--- src/logic/dtx_pkg.sv ---
// Constants, encodings and state types shared by the tone transceiver files.
`default_nettype none
package dtx_pkg;

  // The system clock stands in for the free-running crystal; all timing derives from it.
  localparam int unsigned CLK_HZ = 250_000_000;
  localparam int unsigned CRYSTAL_HZ = 3_579_545;

  // Avalon byte offsets of the two register words.
  localparam int ADDR_W = 4;
  localparam logic [3:0] OFS_DATA = 4'h0;
  localparam logic [3:0] OFS_CTRL = 4'h4;

  // Control register A fields.
  localparam int CRA_TONE_OUT_ENABLE = 0;
  localparam int CRA_PROGRESS_MODE_SELECT = 1;
  localparam int CRA_IRQ_ENABLE = 2;
  localparam int CRA_CTRL_B_SELECT = 3;
  // Control register B fields.
  localparam int CRB_BURST = 0;
  localparam int CRB_TEST = 1;
  localparam int CRB_SINGLE = 2;
  localparam int CRB_COLUMN = 3;
  // Status register fields.
  localparam int ST_IRQ = 0;
  localparam int ST_TX_READY = 1;
  localparam int ST_RX_FULL = 2;
  localparam int ST_STEER = 3;

  localparam logic [3:0] CRA_RESET = 4'h0;
  localparam logic [3:0] CRB_RESET = 4'h0;
  localparam logic [3:0] CODE_RESET = 4'h0;

  // Burst and pause timing; progress mode doubles both.
  localparam int unsigned BURST_MS = 51;
  localparam int unsigned BURST_CYC = CLK_HZ / 1000 * BURST_MS;
  localparam int unsigned PROGRESS_BURST_FACTOR = 2;

  // Receiver guard times, digital stand-ins for the external steering RC.
  localparam int unsigned PRESENT_GUARD_US = 20_000;
  localparam int unsigned ABSENT_GUARD_US = 20_000;
  localparam int unsigned PRESENT_GUARD_CYC = CLK_HZ / 1_000_000 * PRESENT_GUARD_US;
  localparam int unsigned ABSENT_GUARD_CYC = CLK_HZ / 1_000_000 * ABSENT_GUARD_US;
  localparam int TIMER_W = 25;

  // Tone synthesis.
  localparam int TONE_SEGMENTS = 32;
  localparam int SEG_W = 14;
  localparam int unsigned ROW_HZ [4] = '{697, 770, 852, 941};
  localparam int unsigned COL_HZ [4] = '{1209, 1336, 1477, 1633};

  typedef enum logic [1:0] {BURST_IDLE, BURST_TONE, BURST_PAUSE} dtx_burst_st_t;
  typedef enum logic [1:0] {RX_ABSENT, RX_QUALIFY, RX_PRESENT, RX_DROPOUT} dtx_rx_st_t;

  // Segment length in clocks minus one, rounded to nearest.
  function automatic logic [SEG_W-1:0] dtx_seg_len(input int unsigned hz);
    int unsigned div;
    div = (CLK_HZ + hz * TONE_SEGMENTS / 2) / (hz * TONE_SEGMENTS);
    return SEG_W'(div - 1);
  endfunction : dtx_seg_len

  // Digit code to two-of-eight: column one-hot in [7:4], row one-hot in [3:0].
  function automatic logic [7:0] dtx_two_of_eight(input logic [3:0] code);
    logic [7:0] r;
    r = 8'h00;
    case (code)
      4'h1: r = 8'h11;
      4'h2: r = 8'h21;
      4'h3: r = 8'h41;
      4'h4: r = 8'h12;
      4'h5: r = 8'h22;
      4'h6: r = 8'h42;
      4'h7: r = 8'h14;
      4'h8: r = 8'h24;
      4'h9: r = 8'h44;
      4'ha: r = 8'h28;
      4'hb: r = 8'h18;
      4'hc: r = 8'h48;
      4'hd: r = 8'h81;
      4'he: r = 8'h82;
      4'hf: r = 8'h84;
      default: r = 8'h88;
    endcase
    return r;
  endfunction : dtx_two_of_eight

endpackage : dtx_pkg
`default_nettype wire

--- src/logic/dtx_tone_channel.sv ---
// One tone channel: segment divider, 32-step phase counter and sine table.
`timescale 1ns/1ps
`default_nettype none
module dtx_tone_channel import dtx_pkg::*; #(
  parameter int SEG_BITS = SEG_W
) (
  input wire logic clk_i,
  input wire logic srst_i,
  input wire logic [SEG_BITS-1:0] seg_len_i,
  output logic signed [7:0] sample_o
);

  typedef struct packed {
    logic [SEG_BITS-1:0] seg_cnt;
    logic [4:0] phase;
    logic signed [7:0] sample;
  } dtx_chan_t;

  dtx_chan_t s;
  dtx_chan_t next_s;

  // Quarter-wave table, amplitude 127; the rest is folded by symmetry.
  function automatic logic signed [7:0] dtx_sine(input logic [4:0] ph);
    logic [3:0] a;
    logic signed [7:0] q;
    a = (ph[3:0] <= 4'h8) ? ph[3:0] : 4'h0 - ph[3:0];
    case (a)
      4'h0: q = 8'sh00;
      4'h1: q = 8'sh19;
      4'h2: q = 8'sh31;
      4'h3: q = 8'sh47;
      4'h4: q = 8'sh5a;
      4'h5: q = 8'sh6a;
      4'h6: q = 8'sh75;
      4'h7: q = 8'sh7d;
      default: q = 8'sh7f;
    endcase
    return ph[4] ? -q : q;
  endfunction : dtx_sine

  always_comb begin
    next_s = s;
    // The divider restarts when it reaches the count chosen by the code.
    if (s.seg_cnt >= seg_len_i) begin
      next_s.seg_cnt = '0;
      next_s.phase = s.phase + 5'h01;
    end else begin
      next_s.seg_cnt = s.seg_cnt + SEG_BITS'(1);
    end
    next_s.sample = dtx_sine(s.phase);
  end

  always_ff @(posedge clk_i) begin
    if (srst_i) begin
      s <= '0;
    end else begin
      s <= next_s;
    end
  end

  assign sample_o = s.sample;

endmodule : dtx_tone_channel
`default_nettype wire

--- src/logic/dtx_transceiver.sv ---
// Digital core of the tone transceiver: register port, tone generator, burst timer, receiver.
//
// Our own choices: the Avalon-MM interface to the registers and the placing of the registers.
`timescale 1ns/1ps
`default_nettype none
// How it works
// - All tones and timers run from one free-running clock.
// - Transmit code uses the same four-bit encoding the receiver reports.
// - Row tone is 697, 770, 852 or 941 Hz.
// - Column tone is 1209, 1336, 1477 or 1633 Hz.
// - Codes 1-9 are digits, 10 is zero, then star, hash, A-C; 0 is D.
// - Transmit write latches the code and turns it into a two-of-eight selection.
// - A tone period is 32 segments; divider restarts at its coded count.
// - Divider steps a phase counter into a sine table; row and column summed.
// - Tone generators never stop, so bursts start without delay.
// - Burst mode gives 51 ms tone then 51 ms pause.
// - After burst and pause the transmitter-ready status bit is set.
// - Progress mode with burst doubles both intervals to 102 ms.
// - Progress mode with burst transmits but never decodes received tones.
// - Single-tone mode outputs only the selected row or column tone.
// - A tone shorter than recognition time leaves receive data unchanged.
// - After validated absence the receive data holds until the next valid tone.
// - A dropout shorter than the absent guard keeps the tone and data.
// - Status bit 3 shows the delayed steering condition.
// - Status bit 2 sets on new receive data and clears on status read.
// - Interrupt asserts on new receive data outside progress mode and releases on status read.
// - Select and direction decode to tx write, rx read, control write, status read.
// - Control A bit 0 enables the tone output, burst or not.
// - Outside progress mode, interrupt pin pulls low on new data or, in burst, transmitter ready.
// - Control A bit 3 steers only the next control write to control B.
module dtx_transceiver import dtx_pkg::*; #(
  parameter int unsigned BURST_CYCLES = BURST_CYC,
  parameter int unsigned PRESENT_GUARD_CYCLES = PRESENT_GUARD_CYC,
  parameter int unsigned ABSENT_GUARD_CYCLES = ABSENT_GUARD_CYC
) (
  input wire logic clk_i,
  input wire logic srst_i,
  input wire logic [ADDR_W-1:0] avs_address_i,
  input wire logic avs_read_i,
  input wire logic avs_write_i,
  input wire logic [31:0] avs_writedata_i,
  input wire logic [3:0] avs_byteenable_i,
  output logic [31:0] avs_readdata_o,
  output logic avs_waitrequest_o,
  input wire logic early_tone_detect_i,
  input wire logic [3:0] rx_code_i,
  input wire logic progress_tone_i,
  output logic steer_in_guard_out_o,
  output logic signed [8:0] tone_sample_o,
  output logic tone_active_o,
  output logic test_mode_o,
  output logic irq_or_progress_out_o,
  output logic irq_or_progress_out_oe_o
);

  typedef struct packed {
    logic done;
    logic [31:0] rdata;
    logic [3:0] tx_code;
    logic [7:0] two_of_eight;
    logic [3:0] control_reg_a;
    logic [3:0] control_reg_b;
    logic b_pending;
    dtx_burst_st_t bst;
    logic [TIMER_W-1:0] btimer;
    logic tx_ready;
    logic irq_flag;
    dtx_rx_st_t rst;
    logic [TIMER_W-1:0] rtimer;
    logic [3:0] rx_data;
    logic rx_full;
    logic steer;
    logic signed [8:0] sample;
    logic tone_on;
  } dtx_state_t;

  localparam logic [TIMER_W-1:0] BURST_LAST = TIMER_W'(BURST_CYCLES - 1);
  localparam logic [TIMER_W-1:0] PROGRESS_LAST =
    TIMER_W'(BURST_CYCLES * PROGRESS_BURST_FACTOR - 1);
  localparam logic [TIMER_W-1:0] PRESENT_LAST = TIMER_W'(PRESENT_GUARD_CYCLES - 1);
  localparam logic [TIMER_W-1:0] ABSENT_LAST = TIMER_W'(ABSENT_GUARD_CYCLES - 1);

  dtx_state_t s;
  dtx_state_t next_s;

  logic [SEG_W-1:0] row_len;
  logic [SEG_W-1:0] col_len;
  logic signed [7:0] row_sample;
  logic signed [7:0] col_sample;
  logic req;
  logic take;
  logic status_rd;
  logic burst_mode;
  logic progress_mode;
  logic rx_enable;
  logic [TIMER_W-1:0] burst_last;
  logic rx_event;
  logic ready_event;
  logic [3:0] status;

  // The two-of-eight code selects one divider setting per group.
  always_comb begin
    row_len = '0;
    col_len = '0;
    for (int i = 0; i < 4; i++) begin
      if (s.two_of_eight[i]) begin
        row_len = row_len | dtx_seg_len(ROW_HZ[i]);
      end
      if (s.two_of_eight[4+i]) begin
        col_len = col_len | dtx_seg_len(COL_HZ[i]);
      end
    end
  end

  // Status word assembled from the field positions so software sees one fixed layout.
  always_comb begin
    status = 4'h0;
    status[ST_IRQ] = s.irq_flag;
    status[ST_TX_READY] = s.tx_ready;
    status[ST_RX_FULL] = s.rx_full;
    status[ST_STEER] = s.steer;
  end

  // Both channels free-run from reset; gating only chooses what reaches the output.
  dtx_tone_channel #(.SEG_BITS(SEG_W)) u_row (
    .clk_i(clk_i),
    .srst_i(srst_i),
    .seg_len_i(row_len),
    .sample_o(row_sample)
  );

  dtx_tone_channel #(.SEG_BITS(SEG_W)) u_col (
    .clk_i(clk_i),
    .srst_i(srst_i),
    .seg_len_i(col_len),
    .sample_o(col_sample)
  );

  assign req = avs_read_i | avs_write_i;
  assign take = req & ~s.done;
  assign status_rd = take & avs_read_i & (avs_address_i == OFS_CTRL);
  assign burst_mode = s.control_reg_b[CRB_BURST];
  assign progress_mode = s.control_reg_a[CRA_PROGRESS_MODE_SELECT];
  // Decoding is only switched off when both progress and burst are chosen.
  assign rx_enable = ~(progress_mode & burst_mode);
  assign burst_last = progress_mode ? PROGRESS_LAST : BURST_LAST;

  always_comb begin
    next_s = s;
    rx_event = 1'b0;
    ready_event = 1'b0;

    // Bus: accept in the first cycle of a request, answer one cycle later.
    next_s.done = take;
    if (take && avs_read_i) begin
      case (avs_address_i)
        OFS_DATA: next_s.rdata = {28'h0000000, s.rx_data};
        OFS_CTRL: next_s.rdata = {28'h0000000, status};
        default: next_s.rdata = 32'h00000000;
      endcase
    end

    // Burst timer: tone, then pause of equal length, then ready.
    case (s.bst)
      BURST_TONE: begin
        if (s.btimer >= burst_last) begin
          next_s.bst = BURST_PAUSE;
          next_s.btimer = '0;
        end else begin
          next_s.btimer = s.btimer + TIMER_W'(1);
        end
      end
      BURST_PAUSE: begin
        if (s.btimer >= burst_last) begin
          next_s.bst = BURST_IDLE;
          next_s.btimer = '0;
          ready_event = 1'b1;
        end else begin
          next_s.btimer = s.btimer + TIMER_W'(1);
        end
      end
      default: begin
        next_s.btimer = '0;
      end
    endcase
    if (!burst_mode) begin
      // Without burst mode the host times the tone through the enable bit.
      next_s.bst = BURST_IDLE;
      next_s.btimer = '0;
    end

    // Status read clears the sticky flags; an event in the same cycle wins below.
    if (status_rd) begin
      next_s.rx_full = 1'b0;
      next_s.irq_flag = 1'b0;
      next_s.tx_ready = 1'b0;
    end

    if (take && avs_write_i && avs_byteenable_i[0]) begin
      if (avs_address_i == OFS_DATA) begin
        next_s.tx_code = avs_writedata_i[3:0];
        next_s.two_of_eight = dtx_two_of_eight(avs_writedata_i[3:0]);
        if (burst_mode && s.bst == BURST_IDLE) begin
          next_s.bst = BURST_TONE;
          next_s.btimer = '0;
          next_s.tx_ready = 1'b0;
        end
      end else if (avs_address_i == OFS_CTRL) begin
        if (s.b_pending) begin
          next_s.control_reg_b = avs_writedata_i[3:0];
          next_s.b_pending = 1'b0;
        end else begin
          next_s.control_reg_a = avs_writedata_i[3:0];
          next_s.b_pending = avs_writedata_i[CRA_CTRL_B_SELECT];
        end
      end
    end

    // Receiver steering: digital guard timers in place of the RC network.
    case (s.rst)
      RX_QUALIFY: begin
        if (!early_tone_detect_i) begin
          next_s.rst = RX_ABSENT;
        end else if (s.rtimer >= PRESENT_LAST) begin
          next_s.rst = RX_PRESENT;
          next_s.rx_data = rx_code_i;
          next_s.steer = 1'b1;
          rx_event = 1'b1;
        end else begin
          next_s.rtimer = s.rtimer + TIMER_W'(1);
        end
      end
      RX_PRESENT: begin
        if (!early_tone_detect_i) begin
          next_s.rst = RX_DROPOUT;
          next_s.rtimer = '0;
        end
      end
      RX_DROPOUT: begin
        if (early_tone_detect_i) begin
          next_s.rst = RX_PRESENT;
        end else if (s.rtimer >= ABSENT_LAST) begin
          next_s.rst = RX_ABSENT;
          next_s.steer = 1'b0;
        end else begin
          next_s.rtimer = s.rtimer + TIMER_W'(1);
        end
      end
      default: begin
        next_s.rtimer = '0;
        if (early_tone_detect_i) begin
          next_s.rst = RX_QUALIFY;
        end
      end
    endcase
    if (!rx_enable) begin
      next_s.rst = RX_ABSENT;
      next_s.rtimer = '0;
      next_s.steer = 1'b0;
      rx_event = 1'b0;
    end

    // Sticky flags: a set in the same cycle as a status read must survive.
    if (rx_event) begin
      next_s.rx_full = 1'b1;
    end
    if (ready_event) begin
      next_s.tx_ready = 1'b1;
    end
    if (!progress_mode && (rx_event || (ready_event && burst_mode))) begin
      next_s.irq_flag = 1'b1;
    end

    // Output gating; the channels keep running so a burst edge is exact.
    next_s.tone_on = s.control_reg_a[CRA_TONE_OUT_ENABLE] & (~burst_mode | s.bst == BURST_TONE);
    if (!next_s.tone_on) begin
      next_s.sample = 9'sh000;
    end else if (s.control_reg_b[CRB_SINGLE]) begin
      next_s.sample = s.control_reg_b[CRB_COLUMN] ? 9'(col_sample) : 9'(row_sample);
    end else begin
      next_s.sample = 9'(row_sample) + 9'(col_sample);
    end
  end

  always_ff @(posedge clk_i) begin
    if (srst_i) begin
      s <= '0;
      s.tx_code <= CODE_RESET;
      s.two_of_eight <= dtx_two_of_eight(CODE_RESET);
      s.control_reg_a <= CRA_RESET;
      s.control_reg_b <= CRB_RESET;
      s.bst <= BURST_IDLE;
      s.rst <= RX_ABSENT;
    end else begin
      s <= next_s;
    end
  end

  assign avs_waitrequest_o = take;
  assign avs_readdata_o = s.rdata;
  assign steer_in_guard_out_o = (s.rst == RX_PRESENT) | (s.rst == RX_DROPOUT);
  assign tone_sample_o = s.sample;
  assign tone_active_o = s.tone_on;
  assign test_mode_o = s.control_reg_b[CRB_TEST];
  // Open drain: the pin is only ever pulled low.  In progress mode it follows the comparator.
  assign irq_or_progress_out_o = 1'b0;
  assign irq_or_progress_out_oe_o = s.control_reg_a[CRA_IRQ_ENABLE] &
    (progress_mode ? ~progress_tone_i : s.irq_flag);

endmodule : dtx_transceiver
`default_nettype wire

--- config.mk ---
export PLATFORM = sky130hd
export DESIGN_NAME = dtx_transceiver
export DESIGN_NICKNAME = d
export VERILOG_FILES = /design/src/logic/dtx_pkg.sv /design/src/logic/dtx_tone_channel.sv /design/src/logic/dtx_transceiver.sv
export SDC_FILE = /design/constraint.sdc
export NUM_CORES = 1
export LEC_CHECK = 0
export BUFFER_PORTS_ARGS = -buffer_cell sky130_fd_sc_hd__buf_4
export CORE_MARGIN = 5
export CORE_UTILIZATION = 30
export DETAILED_ROUTE_END_ITERATION = 8
export PLACE_DENSITY = 0.47
export RECOVER_POWER = 25
export SLEW_MARGIN = 20
export SYNTH_ARGS = -nofsm -noshare
export SYNTH_HDL_FRONTEND = slang
export SYNTH_HIERARCHICAL = 1
export SYNTH_SLANG_ARGS = --single-unit
--- constraint.sdc ---
create_clock -name clk_i -period 3.9 [get_ports clk_i]
set_input_delay 0.39 -clock clk_i [delete_from_list [all_inputs] [get_ports clk_i]]
set_output_delay 0.39 -clock clk_i [all_outputs]
set_load 0.05 [all_outputs]
After elaboration in Yosys (flattened, before gate mapping)
Memories as Yosys holds them, arrays and structs flattened. A register that Yosys moved wholly into a read port is not among the register bits.
Cells that the tools add are included.

storage, ports and cells
  memory bits (read-only) = 240
  memories = 3
  word-level logic and storage cells = 153
  output and inout port bits = 47
  input port bits = 50
  register bits after elaboration = 168

memory list
  name              words  width  read ports  clocked after memory_dff  write ports  line                    source
  (name not given)  16     8      1           1                         0            dtx_pkg.sv:66           case (code)
  (name not given)  8      7      1           0                         0            dtx_tone_channel.sv:27  case (a)
  (name not given)  8      7      1           0                         0            dtx_tone_channel.sv:27

operators by class
  muxes and demuxes = 56
  reductions and logical operators = 27
  bitwise logic cells = 15
  $add $sub $neg = 11
  order comparisons = 6
  eq/ne operators = 13

operator list
  operator                                                                 count
  25-bit 2-to-1 mux                                                        5
  28-bit 2-to-1 mux                                                        3
  27-bit one-hot mux with 3 select lines                                   1
  14-bit 2-to-1 mux                                                        4
  27-bit 2-to-1 mux                                                        2
  13-bit 2-to-1 mux                                                        4
  25-bit by 1-bit adder with 25-bit output, second input constant          2
  8-bit 2-to-1 mux                                                         4
  29-bit 2-to-1 mux                                                        1
  14-bit by 1-bit adder with 14-bit output, second input constant          2
  25-bit by 23-bit >= comparator with 1-bit output, second input constant  1
  25-bit >= comparator                                                     1
  9-bit 2-to-1 mux                                                         2
  1-bit 2-to-1 mux                                                         16
  2-bit 2-to-1 mux                                                         8
  8-bit negation                                                           2
  14-bit by 13-bit >= comparator with 1-bit output                         1
  14-bit >= comparator                                                     1
  4-bit 2-to-1 mux                                                         3
  4-bit AND reduction                                                      3
  5-bit by 1-bit adder with 5-bit output, second input constant            2
  2-bit inequality test, second input constant                             5
  2-bit OR reduction                                                       5
  8-bit by 8-bit adder with 9-bit output                                   1
  22 further kinds                                                         49

Depth between registers and ports, before layout
  depth in word-level cells = 9
  mapped depth = 13

Hierarchy
The synthesis kept the hierarchy.

modules (own cells, without submodules)
  module            area an instance (sq um)  seq. area each (sq um)  cells an instance  instances
  dtx_transceiver   5261.3                    1861.8                  620                1
  dtx_tone_channel  1893.1                    540.5                   218                2

Worst setup path before layout
OpenSTA, ideal clock, no wires.

  path type = register -> register
  start point = register u_col/s[8] (netlist name)
  end point = register u_col.s (netlist bit u_col/sample_o[5])
  library setup time = 73 ps
  cell stages (with the launch flop) = 13
  period minus slack after synthesis = 2715 ps
  required time = 3827 ps
  path buffers = 0
  path slack = 1185 ps
  arrival = 2642 ps
  cell sequence = dfxtp_1 inv_1 ha_1 or2b_1 a21oi_1 a31oi_1 inv_1 ha_1 inv_1 nand4_2 or4_4 and3_4 nor3_2

between the ends
  word-level cells in the longest chain between the ends = 6
  elaborated cells on any way between the ends = 7
  classes of those cells = add/sub: 2; order compare: 1; mux: 3; memory: 1

RTL lines
  what                                                                                                  line                    source
  start: declaration                                                                                    dtx_tone_channel.sv:19  dtx_chan_t s;
  start signal: assignment                                                                              dtx_tone_channel.sv:57  s <= next_s;
  1-bit by 4-bit subtractor with 4-bit output / 4-bit less-or-equal comparator (equally long branches)  dtx_tone_channel.sv:26  a = (ph[3:0] <= 4'h8) ? ph[3:0] : 4'h0 - ph[3:0];
  4-bit 2-to-1 mux (*)                                                                                  dtx_tone_channel.sv:26
  memory read 8 x 7 bit                                                                                 -
  8-bit 2-to-1 mux (*)                                                                                  dtx_tone_channel.sv:27
  8-bit negation                                                                                        dtx_tone_channel.sv:38  return ph[4] ? -q : q;
  8-bit 2-to-1 mux (*)                                                                                  dtx_tone_channel.sv:38

Every way passes the cells marked *; elsewhere a longest branch is shown, timed or not.
A chain may end at the register's enable or synchronous reset.

Worst setup path after layout
  start point = register u_row/s[8] (netlist name)
  end point = register u_row.s (netlist bit u_row/sample_o[5])

between the ends
  word-level cells in the longest chain between the ends = 6
  elaborated cells on any way between the ends = 7
  classes of those cells = add/sub: 2; order compare: 1; mux: 3; memory: 1

RTL lines
  what                                                                                                  line
  start: declaration                                                                                    dtx_tone_channel.sv:19
  start signal: assignment                                                                              dtx_tone_channel.sv:57
  1-bit by 4-bit subtractor with 4-bit output / 4-bit less-or-equal comparator (equally long branches)  dtx_tone_channel.sv:26
  4-bit 2-to-1 mux (*)                                                                                  dtx_tone_channel.sv:26
  memory read 8 x 7 bit                                                                                 -
  8-bit 2-to-1 mux (*)                                                                                  dtx_tone_channel.sv:27
  8-bit negation                                                                                        dtx_tone_channel.sv:38
  8-bit 2-to-1 mux (*)                                                                                  dtx_tone_channel.sv:38

Marks and branches as above.

==> flow_summary.yaml <==
floorplanning:
  coreArea_sq_mm: 0.02972
  io_pins: 97
  die_w_um: 183.7
  die_h_um: 183.7
  start_util_pct: 30.45
  die_area_sq_mm: 0.03373
  fp-row-count: 63
drt:
  drtPass1Iterations: 4
  drt_first_iter_violations: 273
  drc_errors: 0
  drt.antenna.violating_nets: 0
  viasPerCell: 4.533
  vias: 6636
  wirelength_mm: 18.05
  wl_per_cell_um: 12.33
critical_path:
  critPathCaptureType: "register"
  crit_required_ns: 4.24
  path_class: "register to register"
  critPathLaunch: "u_row/s[8]"
  crit_arrival_ns: 3.50
  r2r_cells: 12
  r2r_start: "u_row/s[8]"
  regToRegEndpoint: "u_row/sample_o[5]"
  endpoint: "u_row/sample_o[5]"
  r2r_slack_ns: 0.74
  start_kind: "register"
  critical_path.max_fanout: 9
timing:
  tns_ns: 0
  fmax_mhz: 316.7
  worst_slack_ns: 0.7427
  hold_ws_ns: 0.2110
  slew_violations: 0
  relSlewSlack_pct: 56.68
  setup_violations: 0
  fin_skew_ns: 0.01457
  max_slew.worst_pin.slew_ns: 0.6485
  rsz0062_at_grt: "no"
  hold_viol: 0
  fin_crit_ns: 3.157
  finalCritPeriodShare_pct: 80.96
synth:
  synth_top_family_by_area: "simple AND/OR/NAND/NOR gates"
  netlist_area_sq_mm: 0.009047
  synth-compound-area-share_pct: 11.01
  ys_ff_latch: 147
  ys_types: 78
  synth-xor-area-share_pct: 8.367
  synthMuxAreaShare_pct: 3.582
  async_reset_ff_share_pct: 0
  syn_avg_cell_area_sq_um: 8.568
  synthAdderAreaFrac_pct: 11.01
  synth_edf_count: 0
  synth_warnings: 6
  synthCells: 1056
  synth_simple_gate_area_share_pct: 24.31
  ys.flop_type: "dfxtp_1"
  ys_seq_area_share_pct: 32.53
clock_tree:
  cts_sinks: 147
  cts_root_buf: "clkbuf_16"
  cts.htree.levels: 4
  cts_buffers: 17
  cts_tree: "done"
  path_clk_slew_ns: 0.06
  postCtsSetupBuffers: 0
  clock_path_buffers: 2
  cts-resized-gates: 0
  holdBufCountCts: 0
  clk_latency_ns: 0.42
run_status:
  status: "finished clean"
pwr:
  p_per_area_mw_per_mm2: 336.1
  total_leakage_power_uw: 0.003942
  total_power_uw: 3329
  ir_worst_vdd_v: 0.0002963
layout:
  stdcell_area_sq_mm: 0.009906
  drive_gt1_share_pct: 9.497
  fin_nets: 1190
  diodes: 0
  area_growth_pct: 9.487
global_route:
  grt_pass1_wl_mm: 31.07
  antenna_found_initial: 1
  grt-ovfl-total: 0
  grt_max_degree: 33
  track_usage_pct: 10.96
  grt_pass1_vias: 6330
place:
  dp_slack_ns: 0.7703
  place_area_sq_mm: 0.009383
  gp_congestion: 0.7517
  dp_hpwl_mm: 13.29
  io_buffers: 36
flow_run:
  max_cap_violations: 0
worst_hold_path:
  min_path_type: "input port to register"
[worst max-delay path, stage by stage (launching register included)]
cell and delay, ns:
dfxtp_1 0.50, inv_1 0.19, ha_1 0.29, or2b_1 0.19, a21oi_1 0.06, a31oi_1 0.38
inv_1 0.16, ha_1 0.21, inv_1 0.08, nand4_2 0.12, or4_4 0.56, and3_4 0.19
nor3_2 0.16
[registers in the layout (all words and copies together), names as in the netlist, named ones only]
name	cells
s	75
u_col/s	19
u_row/s	19
tone_sample_o	9
u_col/sample_o	8
u_row/sample_o	8
avs_readdata_o	4
burst_mode	1
progress_mode	1
test_mode_o	1
tone_active_o	1
[per-stage QoR]
| stage | cells | utilization, % |
|---|---|---|
| global placement | 1432 | 31.57 |
| detailed placement | 1432 | 31.57 |
| global route | 1464 | 33.33 |
| floorplan | 1087 | - |
| CTS | 1464 | 33.55 |
| finish | 1464 | 33.33 |
[Yosys cell counts, drive strengths merged (19+ instances only)]
| master | count | area (sq um) |
|---|---|---|
| xnor2 | 37 | 339.1 |
| nor2 | 153 | 574.3 |
| mux2i | 29 | 290.3 |
| nand3 | 40 | 205.2 |
| buf | 67 | 505.5 |
| xor2 | 46 | 417.9 |
| nor3 | 20 | 110.1 |
| a21oi | 46 | 230.2 |
| or3 | 19 | 118.9 |
| clkbuf | 19 | 71.32 |
| nand2 | 65 | 246.5 |
| nand4 | 24 | 168.9 |
| inv | 67 | 251.5 |
| ha | 78 | 975.9 |
| o21ai | 28 | 140.1 |
| dfxtp | 147 | 2943 |
[layer usage]
metal  wire [um]  part of all wire (%)  track usage (%)
met5          12                 0.066                0
met4         171                  0.95            2.324
met3         544                   3.0            2.869
met2        7710                    43            16.99
met1        9613                    53            15.40
[cell type report]
type,instances,area (sq um)
Fill cell,3125,19810
Multi-Input combinational cell,787,5393
Sequential cell,147,2943
Tap cell,390,488.0
Clock buffer,20,466.7
Inverter,67,251.5
Timing Repair Buffer,41,244.0
Clock inverter,12,120.1
[cell usage in the layout (no fill, tap or decap), types with 8 or more instances in the layout]
cell type,Yosys,routed
nand4_1,21,21
nand2_1,64,64
or2_2,9,9
nand2b_1,13,13
a211oi_1,16,16
o21ai_0,22,21
clkbuf_16,0,17
and2_1,9,8
mux2i_1,29,29
ha_1,78,78
nor2_1,153,153
nand3_1,39,39
buf_4,61,24
clkbuf_1,19,17
nor3_1,18,18
xnor2_1,35,35
inv_1,67,67
dfxtp_1,147,147
or3_1,19,19
xor2_1,44,44
conb_1,1,32
a21oi_1,46,46
[worst min-delay path by stage]
stage,endpoint,cells past startpoint,slack [ns],start
2_1_floorplan,u_col/s[13],1,0.43,u_col/s[13]
3_3_place_gp,u_col/s[13],1,0.43,u_col/s[13]
3_5_place_dp,u_col/s[13],1,0.45,u_col/s[13]
4_1_cts,s[15],3,0.19,rx_code_i[3]
5_1_grt,s[15],3,0.19,rx_code_i[3]
6_report,s[14],3,0.21,rx_code_i[2]
[logic make-up after synthesis]
logic type               after synthesis
AND/OR/NAND/NOR                      417
buffers and inverters                153
flip-flops                           147
AO/OA/AOI/OAI                        145
XOR/XNOR                              83
adder cells (fa/ha/maj)               79
multiplexers                          31
other                                  1
[power breakdown]
group	internal (uW)	switching, uW
registers	1510	12.4
logic	45.3	140
clock network	940	679
total	2500	830
Note: power is estimated with default switching activity, not from simulation.
